**config.mk**
```make
export PLATFORM = sky130hd
export DESIGN_NAME = bridge_secondary_clock_control
export DESIGN_NICKNAME = d
export VERILOG_FILES = /design/src/bridge_secondary_clock_control.v
export VERILOG_INCLUDE_DIRS = /design/src /design/src/include
export SDC_FILE = /design/constraint.sdc
export NUM_CORES = 1
export LEC_CHECK = 0
export ABC_AREA = 1
export BUFFER_PORTS_ARGS = -buffer_cell sky130_fd_sc_hd__buf_2
export CAP_MARGIN = 20
export CORE_MARGIN = 1.5
export CORE_UTILIZATION = 47
export CTS_CLUSTER_SIZE = 10
export DETAILED_ROUTE_END_ITERATION = 12
export HOLD_SLACK_MARGIN = 0.06
export PLACE_DENSITY = 0.94
export RECOVER_POWER = 50
export SETUP_SLACK_MARGIN = 0.2
export SYNTH_ARGS = -nofsm -noshare
export SYNTH_HDL_FRONTEND = slang
export SYNTH_SLANG_ARGS = --single-unit
```
**constraint.sdc**
```tcl
create_clock -name aclk -period 3.5 [get_ports aclk]
set_clock_uncertainty 0.15 [all_clocks]
set_input_delay 0.525 -clock aclk [delete_from_list [all_inputs] [get_ports aclk]]
set_output_delay 0.525 -clock aclk [all_outputs]
set_load 0.05 [all_outputs]
```
**src/include/bridge_clk_regs.vh**
```
`ifndef BRIDGE_CLK_REGS_VH
`define BRIDGE_CLK_REGS_VH

// ----------------------------------------------------------------
// Register indices (byte address is four times the index)
// ----------------------------------------------------------------
`define IDX_CLK_DISABLE     8'h00
`define IDX_POWER_STATE     8'h01
`define IDX_CLK_STATUS      8'h02
`define IDX_CLK_RUN_CTRL    8'h6F

// ----------------------------------------------------------------
// Field positions
// ----------------------------------------------------------------
`define CTRL_SW_STOP_BIT    0
`define CTRL_SW_MODE_BIT    4
`define STAT_STRAP_BIT      0
`define STAT_FB_ALIVE_BIT   1
`define STAT_STOPPED_BIT    2
`define STAT_B2_BIT         3
`define STAT_UP_RUN_BIT     4
`define STAT_DN_RUN_BIT     5

// ----------------------------------------------------------------
// Reset values and encodings
// ----------------------------------------------------------------
`define RST_CLK_DISABLE     5'h00
`define RST_POWER_STATE     2'h0
`define RST_CLK_RUN_CTRL    2'h0
`define PSTATE_D3HOT        2'h3
`define AXI_RESP_OKAY       2'h0
`define AXI_RESP_SLVERR     2'h2

// ----------------------------------------------------------------
// Timing counts in aclk cycles
// ----------------------------------------------------------------
`define ANNOUNCE_CYCLES     4'h4
`define CHECK_CYCLES        4'h8
`define UP_REQ_CYCLES       4'h4
`define FB_TIMEOUT_CYCLES   4'hF

`endif

```
**src/bridge_secondary_clock_control.v**
```verilog
// Function
// - All logic runs on primary clock; fed-back secondary clock is only monitored for activity.
// - Drive five secondary clock outputs phase-locked to the primary clock.
// - Software disables each secondary clock output by its own disable bit.
// - Support primary clock-run; low means primary clock treated as always running.
// - Secondary clock stop via secondary clock-run, governed by primary or control bit 4.
// - Strap high and D3hot: secondary bus to B2, all clocks stopped low.
// - Strap low: D3hot leaves secondary clocks running.
`timescale 1ns/100ps
`default_nettype none
`include "bridge_clk_regs.vh"

module bridge_secondary_clock_control (
    // Clock and reset
    input  wire        aclk,
    input  wire        aresetn,
    // AXI4-Lite write address and data
    input  wire [31:0] s_axi_awaddr,
    input  wire        s_axi_awvalid,
    output wire        s_axi_awready,
    input  wire [31:0] s_axi_wdata,
    input  wire [3:0]  s_axi_wstrb,
    input  wire        s_axi_wvalid,
    output wire        s_axi_wready,
    // AXI4-Lite write response
    output reg  [1:0]  s_axi_bresp,
    output reg         s_axi_bvalid,
    input  wire        s_axi_bready,
    // AXI4-Lite read
    input  wire [31:0] s_axi_araddr,
    input  wire        s_axi_arvalid,
    output wire        s_axi_arready,
    output reg  [31:0] s_axi_rdata,
    output reg  [1:0]  s_axi_rresp,
    output reg         s_axi_rvalid,
    input  wire        s_axi_rready,
    // Secondary clocks
    input  wire        downstream_clock_feedback,
    output wire [4:0]  downstream_clock_outputs,
    // Clock-run pins, split into input, output and enable
    input  wire        upstream_clock_run_n_in,
    output wire        upstream_clock_run_n_out,
    output wire        upstream_clock_run_n_oe,
    input  wire        downstream_clock_run_n_in,
    output wire        downstream_clock_run_n_out,
    output wire        downstream_clock_run_n_oe,
    // Strap
    input  wire        power_clock_mgmt_strap
);

    // ------------------------------------------------------------
    // Clock-run states
    // ------------------------------------------------------------
    localparam [1:0] ST_RUN  = 2'h0;
    localparam [1:0] ST_ANN  = 2'h1;
    localparam [1:0] ST_CHK  = 2'h2;
    localparam [1:0] ST_STOP = 2'h3;
    reg  [4:0] clk_dis_ff;
    reg  [1:0] pstate_ff;
    reg  [1:0] run_ctrl_ff;
    reg  [2:0] fb_sync_ff;
    reg  [1:0] up_sync_ff;
    reg  [1:0] dn_sync_ff;
    reg  [1:0] strap_sync_ff;
    reg  [3:0] fb_cnt_ff;
    reg        phase_ff;
    reg  [4:0] clk_out_ff;
    reg  [1:0] crun_st_ff;
    reg  [1:0] nxt_crun_st;
    reg  [3:0] crun_cnt_ff;
    reg  [3:0] nxt_crun_cnt;
    reg  [3:0] up_cnt_ff;
    reg  [31:0] rd_word;
    reg        rd_hit;
    wire       fb_alive;
    wire       b2_state;
    wire       stop_req;
    wire       wr_go;
    wire       rd_go;
    wire [7:0] wr_idx;
    wire [7:0] rd_idx;
    wire       wr_hit;
    // ------------------------------------------------------------
    // Input synchronisers
    // ------------------------------------------------------------
    // Pins are foreign to aclk; only the second stage feeds logic, plus the third for feedback edges
    always @(posedge aclk) begin
        if (!aresetn) begin
            fb_sync_ff    <= 3'h0;
            up_sync_ff    <= 2'h0;
            dn_sync_ff    <= 2'h0;
            strap_sync_ff <= 2'h0;
        end else begin
            fb_sync_ff    <= {fb_sync_ff[1:0], downstream_clock_feedback};
            up_sync_ff    <= {up_sync_ff[0], upstream_clock_run_n_in};
            dn_sync_ff    <= {dn_sync_ff[0], downstream_clock_run_n_in};
            strap_sync_ff <= {strap_sync_ff[0], power_clock_mgmt_strap};
        end
    end

    // ------------------------------------------------------------
    // Secondary clock feedback monitor
    // ------------------------------------------------------------
    // Feedback edges refill a timeout; silence means loop broken
    always @(posedge aclk) begin
        if (!aresetn) begin
            fb_cnt_ff <= 4'h0;
        end else if (fb_sync_ff[2] != fb_sync_ff[1]) begin
            fb_cnt_ff <= `FB_TIMEOUT_CYCLES;
        end else if (fb_cnt_ff != 4'h0) begin
            fb_cnt_ff <= fb_cnt_ff - 4'h1;
        end
    end
    assign fb_alive = (fb_cnt_ff != 4'h0);

    // ------------------------------------------------------------
    // Secondary clock generation
    // ------------------------------------------------------------
    // B2 only when strap is high; strap low leaves clocks alone
    assign b2_state = strap_sync_ff[1] &&
                      (pstate_ff == `PSTATE_D3HOT);
    // Common phase keeps all outputs aligned to the primary clock
    always @(posedge aclk) begin
        if (!aresetn) begin
            phase_ff <= 1'b0;
        end else begin
            phase_ff <= ~phase_ff;
        end
    end
    // An output may only rise from low and always falls next edge,
    // so a disable lands in the low half and no runt can occur
    genvar gi;
    generate
        for (gi = 0; gi < 5; gi = gi + 1) begin : g_clk
            always @(posedge aclk) begin
                if (!aresetn) begin
                    clk_out_ff[gi] <= 1'b0;
                end else begin
                    clk_out_ff[gi] <= ~phase_ff & ~clk_dis_ff[gi]
                                      & ~b2_state
                                      & (crun_st_ff != ST_STOP);
                end
            end
        end
    endgenerate
    assign downstream_clock_outputs = clk_out_ff;

    // ------------------------------------------------------------
    // Secondary clock-run sequencer
    // ------------------------------------------------------------
    // Stop source is software when bit 4 set, else primary clock-run;
    // while primary clock-run is held low the primary clock runs
    assign stop_req = run_ctrl_ff[1] ? run_ctrl_ff[0]
                                     : (up_sync_ff[1] && (up_cnt_ff == 4'h0));
    always @* begin
        nxt_crun_st  = crun_st_ff;
        nxt_crun_cnt = crun_cnt_ff;
        case (crun_st_ff)
            ST_RUN: begin
                if (stop_req) begin
                    nxt_crun_st  = ST_ANN;
                    nxt_crun_cnt = `ANNOUNCE_CYCLES;
                end
            end
            ST_ANN: begin
                if (crun_cnt_ff == 4'h0) begin
                    nxt_crun_st  = ST_CHK;
                    nxt_crun_cnt = `CHECK_CYCLES;
                end else begin
                    nxt_crun_cnt = crun_cnt_ff - 4'h1;
                end
            end
            ST_CHK: begin
                // A device holding the line low vetoes the stop
                if (!dn_sync_ff[1] || !stop_req) begin
                    nxt_crun_st = ST_RUN;
                end else if (crun_cnt_ff == 4'h0) begin
                    nxt_crun_st = ST_STOP;
                end else begin
                    nxt_crun_cnt = crun_cnt_ff - 4'h1;
                end
            end
            ST_STOP: begin
                if (!dn_sync_ff[1] || !stop_req) begin
                    nxt_crun_st = ST_RUN;
                end
            end
            default: begin
                nxt_crun_st = ST_RUN;
            end
        endcase
    end
    always @(posedge aclk) begin
        if (!aresetn) begin
            crun_st_ff  <= ST_RUN;
            crun_cnt_ff <= 4'h0;
        end else begin
            crun_st_ff  <= nxt_crun_st;
            crun_cnt_ff <= nxt_crun_cnt;
        end
    end
    // Held low while running, driven high to announce, then released
    assign downstream_clock_run_n_out = (crun_st_ff == ST_ANN);
    assign downstream_clock_run_n_oe  = (crun_st_ff == ST_RUN) ||
                                        (crun_st_ff == ST_ANN);
    // With bit 4 clear, a wake request from the secondary bus pulls
    // primary clock-run low so the host restarts the primary clock
    always @(posedge aclk) begin
        if (!aresetn) begin
            up_cnt_ff <= 4'h0;
        end else if ((crun_st_ff == ST_STOP) && !dn_sync_ff[1] && !run_ctrl_ff[1]) begin
            up_cnt_ff <= `UP_REQ_CYCLES;
        end else if (up_cnt_ff != 4'h0) begin
            up_cnt_ff <= up_cnt_ff - 4'h1;
        end
    end
    assign upstream_clock_run_n_out = 1'b0;
    assign upstream_clock_run_n_oe  = (up_cnt_ff != 4'h0);

    // ------------------------------------------------------------
    // AXI4-Lite slave
    // ------------------------------------------------------------
    // Address and data taken together; one write in flight at a time
    assign s_axi_awready = s_axi_awvalid && s_axi_wvalid && !s_axi_bvalid;
    assign s_axi_wready  = s_axi_awready;
    assign s_axi_arready = !s_axi_rvalid;
    assign wr_go  = s_axi_awready;
    assign rd_go  = s_axi_arvalid && s_axi_arready;
    assign wr_idx = s_axi_awaddr[9:2];
    assign rd_idx = s_axi_araddr[9:2];
    assign wr_hit = (s_axi_awaddr[31:10] == 22'h000000) &&
                    ((wr_idx == `IDX_CLK_DISABLE) || (wr_idx == `IDX_POWER_STATE) ||
                     (wr_idx == `IDX_CLK_STATUS)  || (wr_idx == `IDX_CLK_RUN_CTRL));
    // Register writes; status is read-only and ignores writes
    always @(posedge aclk) begin
        if (!aresetn) begin
            clk_dis_ff   <= `RST_CLK_DISABLE;
            pstate_ff    <= `RST_POWER_STATE;
            run_ctrl_ff  <= `RST_CLK_RUN_CTRL;
            s_axi_bvalid <= 1'b0;
            s_axi_bresp  <= `AXI_RESP_OKAY;
        end else begin
            if (wr_go && s_axi_wstrb[0] && (s_axi_awaddr[31:10] == 22'h000000)) begin
                if (wr_idx == `IDX_CLK_DISABLE)
                    clk_dis_ff <= s_axi_wdata[4:0];
                if (wr_idx == `IDX_POWER_STATE)
                    pstate_ff <= s_axi_wdata[1:0];
                if (wr_idx == `IDX_CLK_RUN_CTRL)
                    run_ctrl_ff <= {s_axi_wdata[`CTRL_SW_MODE_BIT],
                                    s_axi_wdata[`CTRL_SW_STOP_BIT]};
            end
            if (wr_go) begin
                s_axi_bvalid <= 1'b1;
                s_axi_bresp  <= wr_hit ? `AXI_RESP_OKAY : `AXI_RESP_SLVERR;
            end else if (s_axi_bready) begin
                s_axi_bvalid <= 1'b0;
            end
        end
    end
    // Read mux
    always @* begin
        rd_word = 32'h00000000;
        rd_hit  = (s_axi_araddr[31:10] == 22'h000000);
        case (rd_idx)
            `IDX_CLK_DISABLE: rd_word[4:0] = clk_dis_ff;
            `IDX_POWER_STATE: rd_word[1:0] = pstate_ff;
            `IDX_CLK_STATUS: begin
                rd_word[`STAT_STRAP_BIT]    = strap_sync_ff[1];
                rd_word[`STAT_FB_ALIVE_BIT] = fb_alive;
                rd_word[`STAT_STOPPED_BIT]  = (crun_st_ff == ST_STOP);
                rd_word[`STAT_B2_BIT]       = b2_state;
                rd_word[`STAT_UP_RUN_BIT]   = up_sync_ff[1];
                rd_word[`STAT_DN_RUN_BIT]   = dn_sync_ff[1];
            end
            `IDX_CLK_RUN_CTRL: begin
                rd_word[`CTRL_SW_STOP_BIT] = run_ctrl_ff[0];
                rd_word[`CTRL_SW_MODE_BIT] = run_ctrl_ff[1];
            end
            default: rd_hit = 1'b0;
        endcase
    end
    always @(posedge aclk) begin
        if (!aresetn) begin
            s_axi_rvalid <= 1'b0;
            s_axi_rdata  <= 32'h00000000;
            s_axi_rresp  <= `AXI_RESP_OKAY;
        end else if (rd_go) begin
            s_axi_rvalid <= 1'b1;
            s_axi_rdata  <= rd_word;
            s_axi_rresp  <= rd_hit ? `AXI_RESP_OKAY : `AXI_RESP_SLVERR;
        end else if (s_axi_rready) begin
            s_axi_rvalid <= 1'b0;
        end
    end

endmodule // bridge_secondary_clock_control
`default_nettype wire
```
**Word level (Yosys, flattened, before mapping)**

Index checks and enable logic that the tools add are counted.

- Logic and storage cells: 136
- Bits in registers: 50
- Input port bits: 111

- Equality and inequality tests: 18
- Mux-type cells: 28
- Bitwise operators: 23
- Reduce and logical (&&, ||, !) cells: 41
- Add/subtract/negate cells: 3

Operators by type and width:

| kind | number |
|---|---|
| 22-bit zero test | 2 |
| 4-bit two-way mux | 6 |
| 8-bit by 1-bit == test with 1-bit output (second input constant) | 2 |
| 8-bit by 2-bit == test with 1-bit output (second input constant) | 2 |
| 8-bit by 7-bit == test with 1-bit output (second input constant) | 2 |
| 8-bit zero test | 2 |
| 1-bit bitwise AND | 15 |
| 2-bit two-way mux | 7 |
| 4-bit one-hot mux with 3 select lines | 1 |
| 4-bit by 1-bit subtractor with 4-bit output (second input constant) | 3 |
| 1-bit logical AND | 10 |
| 2-bit != test (second input constant) | 5 |
| 4-bit zero test | 2 |
| 1-bit inverter | 8 |
| 2-bit one-hot mux with 4 select lines | 1 |
| 4-bit AND reduction | 2 |
| 2-bit nonzero test | 4 |
| 4-bit nonzero test | 2 |
| 1-bit two-way mux | 7 |
| 2-bit == test (second input constant) | 3 |
| 3-bit two-way mux | 2 |
| 1-bit one-hot mux with 3 select lines | 2 |
| 2-bit AND reduction | 3 |
| 1-bit zero test | 5 |
| other kinds (11) | 15 |

**Logic depth before layout (Yosys ltp)**

Gate-level depths: netlist of the first run.

- Word-level depth: 7
- Mapped depth: 10
- Gate-level depth less buffers: 10

**Worst setup path before layout of the first run**

Ideal clock, no wire load.

- Path kind: register -> output
- Start point: register crun_st_ff[1]
- End point: output downstream_clock_run_n_oe
- Data arrival time: 1430 ps
- Cell stages (with the launch flop): 5
- Required time: 2825 ps
- Buffers on the path: 0
- Setup slack: 1395 ps
- Path through: dfxtp_1 > inv_1 > ha_1 > inv_1 > nand2_1

- Longest elaborated chain between the ends: 2
- Elaborated cells between the ends (all ways): 3

RTL lines:

| item | RTL line | source |
|---|---|---|
| start: declaration | bridge_secondary_clock_control.v:68 | `reg [1:0] crun_st_ff;` |
| start signal: assignment | bridge_secondary_clock_control.v:198 | `crun_st_ff <= nxt_crun_st;` |
| 2-bit by 1-bit == test with 1-bit output | n/a |  |
| via downstream_clock_run_n_out | bridge_secondary_clock_control.v:45 | `output wire downstream_clock_run_n_out,` |
| 1-bit logical OR | bridge_secondary_clock_control.v:204 | `assign downstream_clock_run_n_oe = (crun_st_ff == ST_RUN) \|\|` |
| end: declaration | bridge_secondary_clock_control.v:46 | `output wire downstream_clock_run_n_oe,` |

The timed path passes the listed nets, and every way through them passes these cells.

**Worst setup path in the final report of the first run**

- Start point: register up_cnt_ff[0]
- End point: output upstream_clock_run_n_oe

- Longest elaborated chain between the ends: 1

RTL lines:

| item | RTL line | source |
|---|---|---|
| start: declaration | bridge_secondary_clock_control.v:72 | `reg [3:0] up_cnt_ff;` |
| start signal: assignment | bridge_secondary_clock_control.v:212 | `` up_cnt_ff <= `UP_REQ_CYCLES; `` |
| start signal: assignment | bridge_secondary_clock_control.v:214 | `up_cnt_ff <= up_cnt_ff - 4'h1;` |
| 4-bit nonzero test | bridge_secondary_clock_control.v:218 | `assign upstream_clock_run_n_oe = (up_cnt_ff != 4'h0);` |
| end: declaration | bridge_secondary_clock_control.v:43 | `output wire upstream_clock_run_n_oe,` |

Every way passes these cells.

==> results of run 1 <==
-- synth_stat cells, types with 2 or more instances --
library cell  instances
a21oi_1              17
nand4_1               3
inv_1                60
o21ai_0              14
nand3_2               2
xor2_1                4
buf_4                30
nor2_1               78
nand3_1              30
nor4_1                5
dfxtp_1              48
o21a_1                2
nand2_1              90
ha_1                 10
nor3_1                5
-- registers in the layout (all words and copies together) (netlist names) --
register / count
strap_sync_ff: 2
clk_dis_ff: 5
fb_cnt_ff: 4
s_axi_bresp: 1
crun_cnt_ff: 4
dn_sync_ff: 2
s_axi_rresp: 1
up_sync_ff: 2
phase_ff: 1
up_cnt_ff: 4
crun_st_ff: 2
s_axi_rdata: 6
downstream_clock_outputs: 5
pstate_ff: 2
s_axi_rvalid: 1
run_ctrl_ff: 2
s_axi_bvalid: 1
fb_sync_ff: 3
-- final timing paths --
| kind | startpoint | end | slack (ns) |
|---|---|---|---|
| worst min register to register | phase_ff$_SDFF_PN0_ | phase_ff$_SDFF_PN0_ | 0.26 |
| worst max-delay path | up_cnt_ff[0]$_SDFFE_PP0P_ | upstream_clock_run_n_oe | 1.37 |
| worst min-delay path | power_clock_mgmt_strap | strap_sync_ff[0]$_SDFF_PN0_ | 0.25 |
| worst max register to register | up_cnt_ff[0]$_SDFFE_PP0P_ | crun_cnt_ff[1]$_SDFFE_PN0P_ | 1.79 |
-- power groups by stage --
stage / clock, mW / sequential (mW) / combinational [mW]
after floorplan: 0 / 0.724 / 0.602
after global routing: 0.381 / 0.699 / 0.883
final: 0.356 / 0.688 / 0.787
after global placement: 0 / 0.693 / 0.740
after detailed placement: 0 / 0.698 / 0.785
after CTS: 0.362 / 0.687 / 0.790
-- final cells by class --
| type | count | area [sq um] | area share |
|---|---|---|---|
| clock inverters | 2 | 13.76 | 0.004224 |
| multi-input cells | 299 | 1399 | 0.4293 |
| inverters | 61 | 229.0 | 0.07028 |
| repair buffers | 98 | 483.0 | 0.1482 |
| well taps | 72 | 90.09 | 0.02765 |
| clock buffers | 6 | 82.58 | 0.02535 |
| flip-flops and latches | 48 | 960.9 | 0.2949 |
-- per-layer routing --
layer  track usage  vias up  wire length (um)
met3       0.05029       14               470
met5             0        -                 0
li1              -     1426                 -
met2        0.3932      127              3377
met4       0.08421        0                93
met1        0.2477     1241              2588
-- cell families (layout without fill, tap and decap cells) --
kind of cell | count (synthesis) | after routing | synth area share
adder cells (fa/ha/maj) | 10 | 10 | 0.04562
AND/OR/NAND/NOR | 219 | 219 | 0.3390
other | 1 | 29 | 0.001367
flip-flops | 48 | 48 | 0.3504
AO/OA/AOI/OAI | 37 | 37 | 0.07300
buffers and inverters | 95 | 167 | 0.1779
XOR/XNOR | 4 | 4 | 0.01277
-- worst max-delay path, cell delays in order (launching register included) --
cell and delay (ns):
dfxtp_1 0.35, inv_1 0.07, ha_1 0.23, nand2_1 0.19, buf_2 0.31
==> results.sh, run 1 <==
export IMPL_outcome="complete, no violations"
export IMPL_place_worst_setup_slack_ns=1.650
export IMPL_fin_ws_ns=1.367
export IMPL_grt_overflow_total=0
export IMPL_post_place_cells=578
export IMPL_avgSynthCellArea_sq_um=6.625
export IMPL_cts_sinks=48
export IMPL_drt_pass1_iter_count=6
export IMPL_cts_buffers=5
export IMPL_pwr_share_seq=0.376
export IMPL_clkLatencyLatePin_ns=0.30
export IMPL_crit_required_ns=2.82
export IMPL_cp_end_kind="output port"
export IMPL_max_freq_mhz=468.8
export IMPL_ant_nets=0
export IMPL_utilization=0.5845
export IMPL_drt_iter0_drc=248
export IMPL_clock_power_share=0.195
export IMPL_synth_top_cell_area_share=0.3504
export IMPL_synthArstFlopShare=0
export IMPL_chipHeight_um=79.39
export IMPL_gp_congestion=0.7673
export IMPL_fin_area_sq_um=3258
export IMPL_synth_seq_cells=48
export IMPL_initial_core_util=0.4920
export IMPL_final_cells=586
export IMPL_p_sw_mw=0.7951
export IMPL_ios=161
export IMPL_drc=0
export IMPL_p_leak_nw=1.777
export IMPL_hold_viol_final=0
export IMPL_yosysWarnings=0
export IMPL_grt_max_degree=31
export IMPL_synth_area_sq_um=2743
export IMPL_grt_pass1_wl_mm=10.91
export IMPL_tightest_slew_ns=1.288
export IMPL_maxCapViolations=0
export IMPL_powerDensity_nw_per_um2=562.1
export IMPL_crit_path_max_fanout=6
export IMPL_grt_pass1_vias=2614
export IMPL_final_cell_mix="buf_2, nand2_1, nor2_1"
export IMPL_wire_per_inst_um=11.14
export IMPL_slew_headroom=0.1415
export IMPL_total_power_mw=1.832
export IMPL_vias=2808
export IMPL_r2r_cells=9
export IMPL_synth_edff_count=0
export IMPL_arrival_ns=1.46
export IMPL_cts_max_level=2
export IMPL_layout_commonest_cell="buf_2"
export IMPL_nNetsFinal=634
export IMPL_drive_above_1_share=0.2062
export IMPL_vdd_drop_max_mv=0.2934
export IMPL_whs_ns=0.2467
export IMPL_synth_cells=414
export IMPL_dp_hpwl_mm=5.146
export IMPL_p_comb_frac=0.430
export IMPL_final_period_utilization=0.6095
export IMPL_start_kind="flip-flop"
export IMPL_die_area_sq_um=6303
export IMPL_routed_via_density=4.792
export IMPL_finalSetupViolCount=0
export IMPL_port_buffer_count=97
export IMPL_cts_tree="yes"
export IMPL_hp_class="input pin to flip-flop"
export IMPL_grt_total_usage=0.2180
export IMPL_ys_seq_area_frac=0.3504
export IMPL_rsz0062_at_grt="false"
export IMPL_nFillCells=541
export IMPL_rows=27
export IMPL_p_int_mw=1.036
export IMPL_cts_resized_gates=0
export IMPL_path_class="flip-flop to output port"
export IMPL_p_sw_frac=0.4341
export IMPL_num_antenna_cells=0
export IMPL_timing_final_crit_period_ns=2.133
export IMPL_synth_top_area_cell="dfxtp_1"
export IMPL_synth_ff_type="dfxtp_1"
export IMPL_finalSetupTns_ns=0
export IMPL_clockBufferDepth=2
export IMPL_synthTopCellsByArea="dfxtp_1, nand2_1, nor2_1, buf_4, inv_1"
export IMPL_area_growth_pct=18.80
export IMPL_die_w_um=79.39
export IMPL_core_area_sq_um=5574
export IMPL_cts_setup_buffers=0
export IMPL_clk_pin_slew_worst_paths_ns=0.10
export IMPL_postCtsHoldBufs=0
export IMPL_place_area_sq_um=3172
export IMPL_routed_wl_mm=6.530
export IMPL_holdPathStages=3
export IMPL_antenna_found_initial=0
export IMPL_maxSlewViolCount=0
export IMPL_cts_root_buffer="clkbuf_8"
export IMPL_synth_cell_types=31
Note: power is estimated with default switching activity, not from simulation.
==> run 2: changes to the inputs <==
--- a/config.mk
+++ b/config.mk
@@ -10,11 +10,11 @@
 export BUFFER_PORTS_ARGS = -buffer_cell sky130_fd_sc_hd__buf_2
 export CAP_MARGIN = 20
 export CORE_MARGIN = 1.5
-export CORE_UTILIZATION = 47
+export CORE_UTILIZATION = 44
 export CTS_CLUSTER_SIZE = 10
 export DETAILED_ROUTE_END_ITERATION = 12
 export HOLD_SLACK_MARGIN = 0.06
-export PLACE_DENSITY = 0.94
+export PLACE_DENSITY = 0.9
 export RECOVER_POWER = 50
 export SETUP_SLACK_MARGIN = 0.2
 export SYNTH_ARGS = -nofsm -noshare
==> constraint.sdc (replaced) <==
create_clock -name aclk -period 2 [get_ports aclk]
set_clock_uncertainty 0.15 [all_clocks]
set_input_delay 0.3 -clock aclk [delete_from_list [all_inputs] [get_ports aclk]]
set_output_delay 0.3 -clock aclk [all_outputs]
set_load 0.05 [all_outputs]
==> run 2 against run 1 <==
Clock-buffer cell count is the same. Critical path type unchanged. Sequential power grew 76%. Worst setup slack lost 1.1 ns.
==> results.sh, run 2 (synthesis gave the netlist of run 1 again) <==
export IMPL_cts_root_buffer="clkbuf_8"
export IMPL_finalSetupTns_ns=0
export IMPL_drt_pass1_iter_count=4
export IMPL_timing_final_crit_period_ns=1.741
export IMPL_grt_total_usage=0.2061
export IMPL_drc=0
export IMPL_grt_pass1_vias=2750
export IMPL_cts_buffers=5
export IMPL_cts_sinks=48
export IMPL_hold_viol_final=0
export IMPL_cp_end_kind="output port"
export IMPL_routed_via_density=4.649
export IMPL_holdPathStages=3
export IMPL_maxSlewViolCount=0
export IMPL_cts_tree="yes"
export IMPL_layout_commonest_cell="nand2_1"
export IMPL_worstHoldStart="s_axi_wdata[2]"
export IMPL_max_freq_mhz=574.3
export IMPL_antenna_found_initial=0
export IMPL_wire_per_inst_um=10.66
export IMPL_initial_core_util=0.4605
export IMPL_ant_nets=0
export IMPL_p_leak_nw=1.778
export IMPL_drt_iter0_drc=122
export IMPL_top_register="s_axi_rdata"
export IMPL_r2r_end="crun_cnt_ff[3]$_SDFFE_PN0P_"
export IMPL_crit_required_ns=1.55
export IMPL_outcome="complete, no violations"
export IMPL_die_w_um=81.95
export IMPL_utilization=0.5624
export IMPL_path_class="flip-flop to output port"
export IMPL_port_buffer_count=97
export IMPL_whs_endpoint="clk_dis_ff[2]$_SDFFE_PN0P_"
export IMPL_final_cell_mix="nand2_1, buf_2, nor2_1"
export IMPL_largest_reg_flops=6
export IMPL_maxCapViolations=0
export IMPL_tightest_slew_ns=0.6635
export IMPL_clkLatencyLatePin_ns=0.29
export IMPL_final_period_utilization=0.8706
export IMPL_grt_pass1_wl_mm=11.02
export IMPL_crit_path_max_fanout=4
export IMPL_vdd_drop_max_mv=0.5585
export IMPL_ios=161
export IMPL_powerDensity_nw_per_um2=996.9
export IMPL_chipHeight_um=81.95
export IMPL_grt_overflow_total=0
export IMPL_clk_pin_slew_worst_paths_ns=0.08
export IMPL_die_area_sq_um=6716
export IMPL_r2r_cells=9
export IMPL_clockBufferDepth=2
export IMPL_rows=28
export IMPL_finalSetupViolCount=0
export IMPL_rsz0062_at_grt="false"
export IMPL_r2r_setup_slack_ns=0.36
export IMPL_slew_headroom=0.5595
export IMPL_core_area_sq_um=5956
export IMPL_vias=2771
export IMPL_grt_max_degree=31
export IMPL_routed_wl_mm=6.356
export IMPL_area_growth_pct=22.13
export IMPL_worstReg2RegStart="crun_st_ff[0]$_SDFFE_PN0P_"
export IMPL_nNetsFinal=641
export IMPL_gp_congestion=0.8373
export IMPL_hp_class="input pin to flip-flop"
export IMPL_dp_hpwl_mm=5.115
export IMPL_start_kind="flip-flop"
export IMPL_arrival_ns=1.29
export IMPL_num_antenna_cells=0
export IMPL_cts_max_level=2
export IMPL_drive_above_1_share=0.1996
-- run 2: changes by cell type in the layout (fill, tap and decap cells not counted), moves of 2 or more --
cell and change:
dfxtp_1 -2, inv_1 -2, clkbuf_1 +11, buf_6 +2
dlygate4sd3_1 +4, nand2_2 +2, buf_2 -12, nand2_1 -2
buf_4 +2
-- run 2: worst max-delay path by stage --
stage          slack [ns]                       start  cells after the start                          end
2_1_floorplan        0.24   s_axi_bvalid$_SDFFE_PN0P_                      6   clk_dis_ff[0]$_SDFFE_PN0P_
5_1_grt              0.17  crun_st_ff[0]$_SDFFE_PN0P_                      5    downstream_clock_run_n_oe
3_3_place_gp         0.40  crun_st_ff[1]$_SDFFE_PN0P_                      9  crun_cnt_ff[0]$_SDFFE_PN0P_
6_report             0.26  crun_st_ff[0]$_SDFFE_PN0P_                      5    downstream_clock_run_n_oe
3_5_place_dp         0.33  crun_st_ff[1]$_SDFFE_PN0P_                      9  crun_cnt_ff[3]$_SDFFE_PN0P_
4_1_cts              0.19   up_cnt_ff[0]$_SDFFE_PP0P_                      4      upstream_clock_run_n_oe
-- run 2: power breakdown --
part,total (mW),internal (mW),switching [mW]
sequential,1.21,1.10,0.106
clock,0.677,0.371,0.306
combinational,1.45,0.480,0.974
-- run 2: final cells by class --
cell class / instances / area (sq um)
Multi-Input combinational cell: 299 / 1404
Sequential cell: 48 / 965.9
Tap cell: 75 / 93.84
Clock inverter: 2 / 35.03
Inverter: 61 / 232.7
Fill cell: 580 / 2606
Timing Repair Buffer: 105 / 545.5
Clock buffer: 6 / 72.57
-- run 2: timing repair --
item | in CTS | in global routing
cloned | 0 | 0
setup endpoints to repair | 2 | 6
resized for setup | 2 | 8
hold buffers | 4 | 0
setup buffers | 0 | 1
hold endpoints to repair | 4 | 0
-- run 2: stage by stage --
step	setup slack, ns	hold WS, ns	cells	power, mW	cell area [sq um]
2_1_floorplan	0.2422	0.2301	442	2.326	2863
3_3_place_gp	0.3997	0.2368	583	2.518	3206
3_5_place_dp	0.3338	0.2492	583	2.604	3206
4_1_cts	0.1852	0.08733	595	3.305	3358
5_1_grt	0.1699	0.09959	596	3.594	3349
6_report	0.2589	0.08789	596	3.339	3349
-- run 2: worst max-delay path: stages, from the launching register on --
cell     delay (ns)
dfxtp_1        0.36
inv_1          0.10
ha_1           0.23
inv_1          0.07
nand2_1        0.08
buf_6          0.16
-- run 2: layer usage --
layer	vias up	GRT usage	wire (um)
li1	1436	-	-
met1	1234	0.2291	2691
met2	95	0.3975	3217
met3	6	0.03889	395
met4	0	0.04915	51
met5	-	0	0
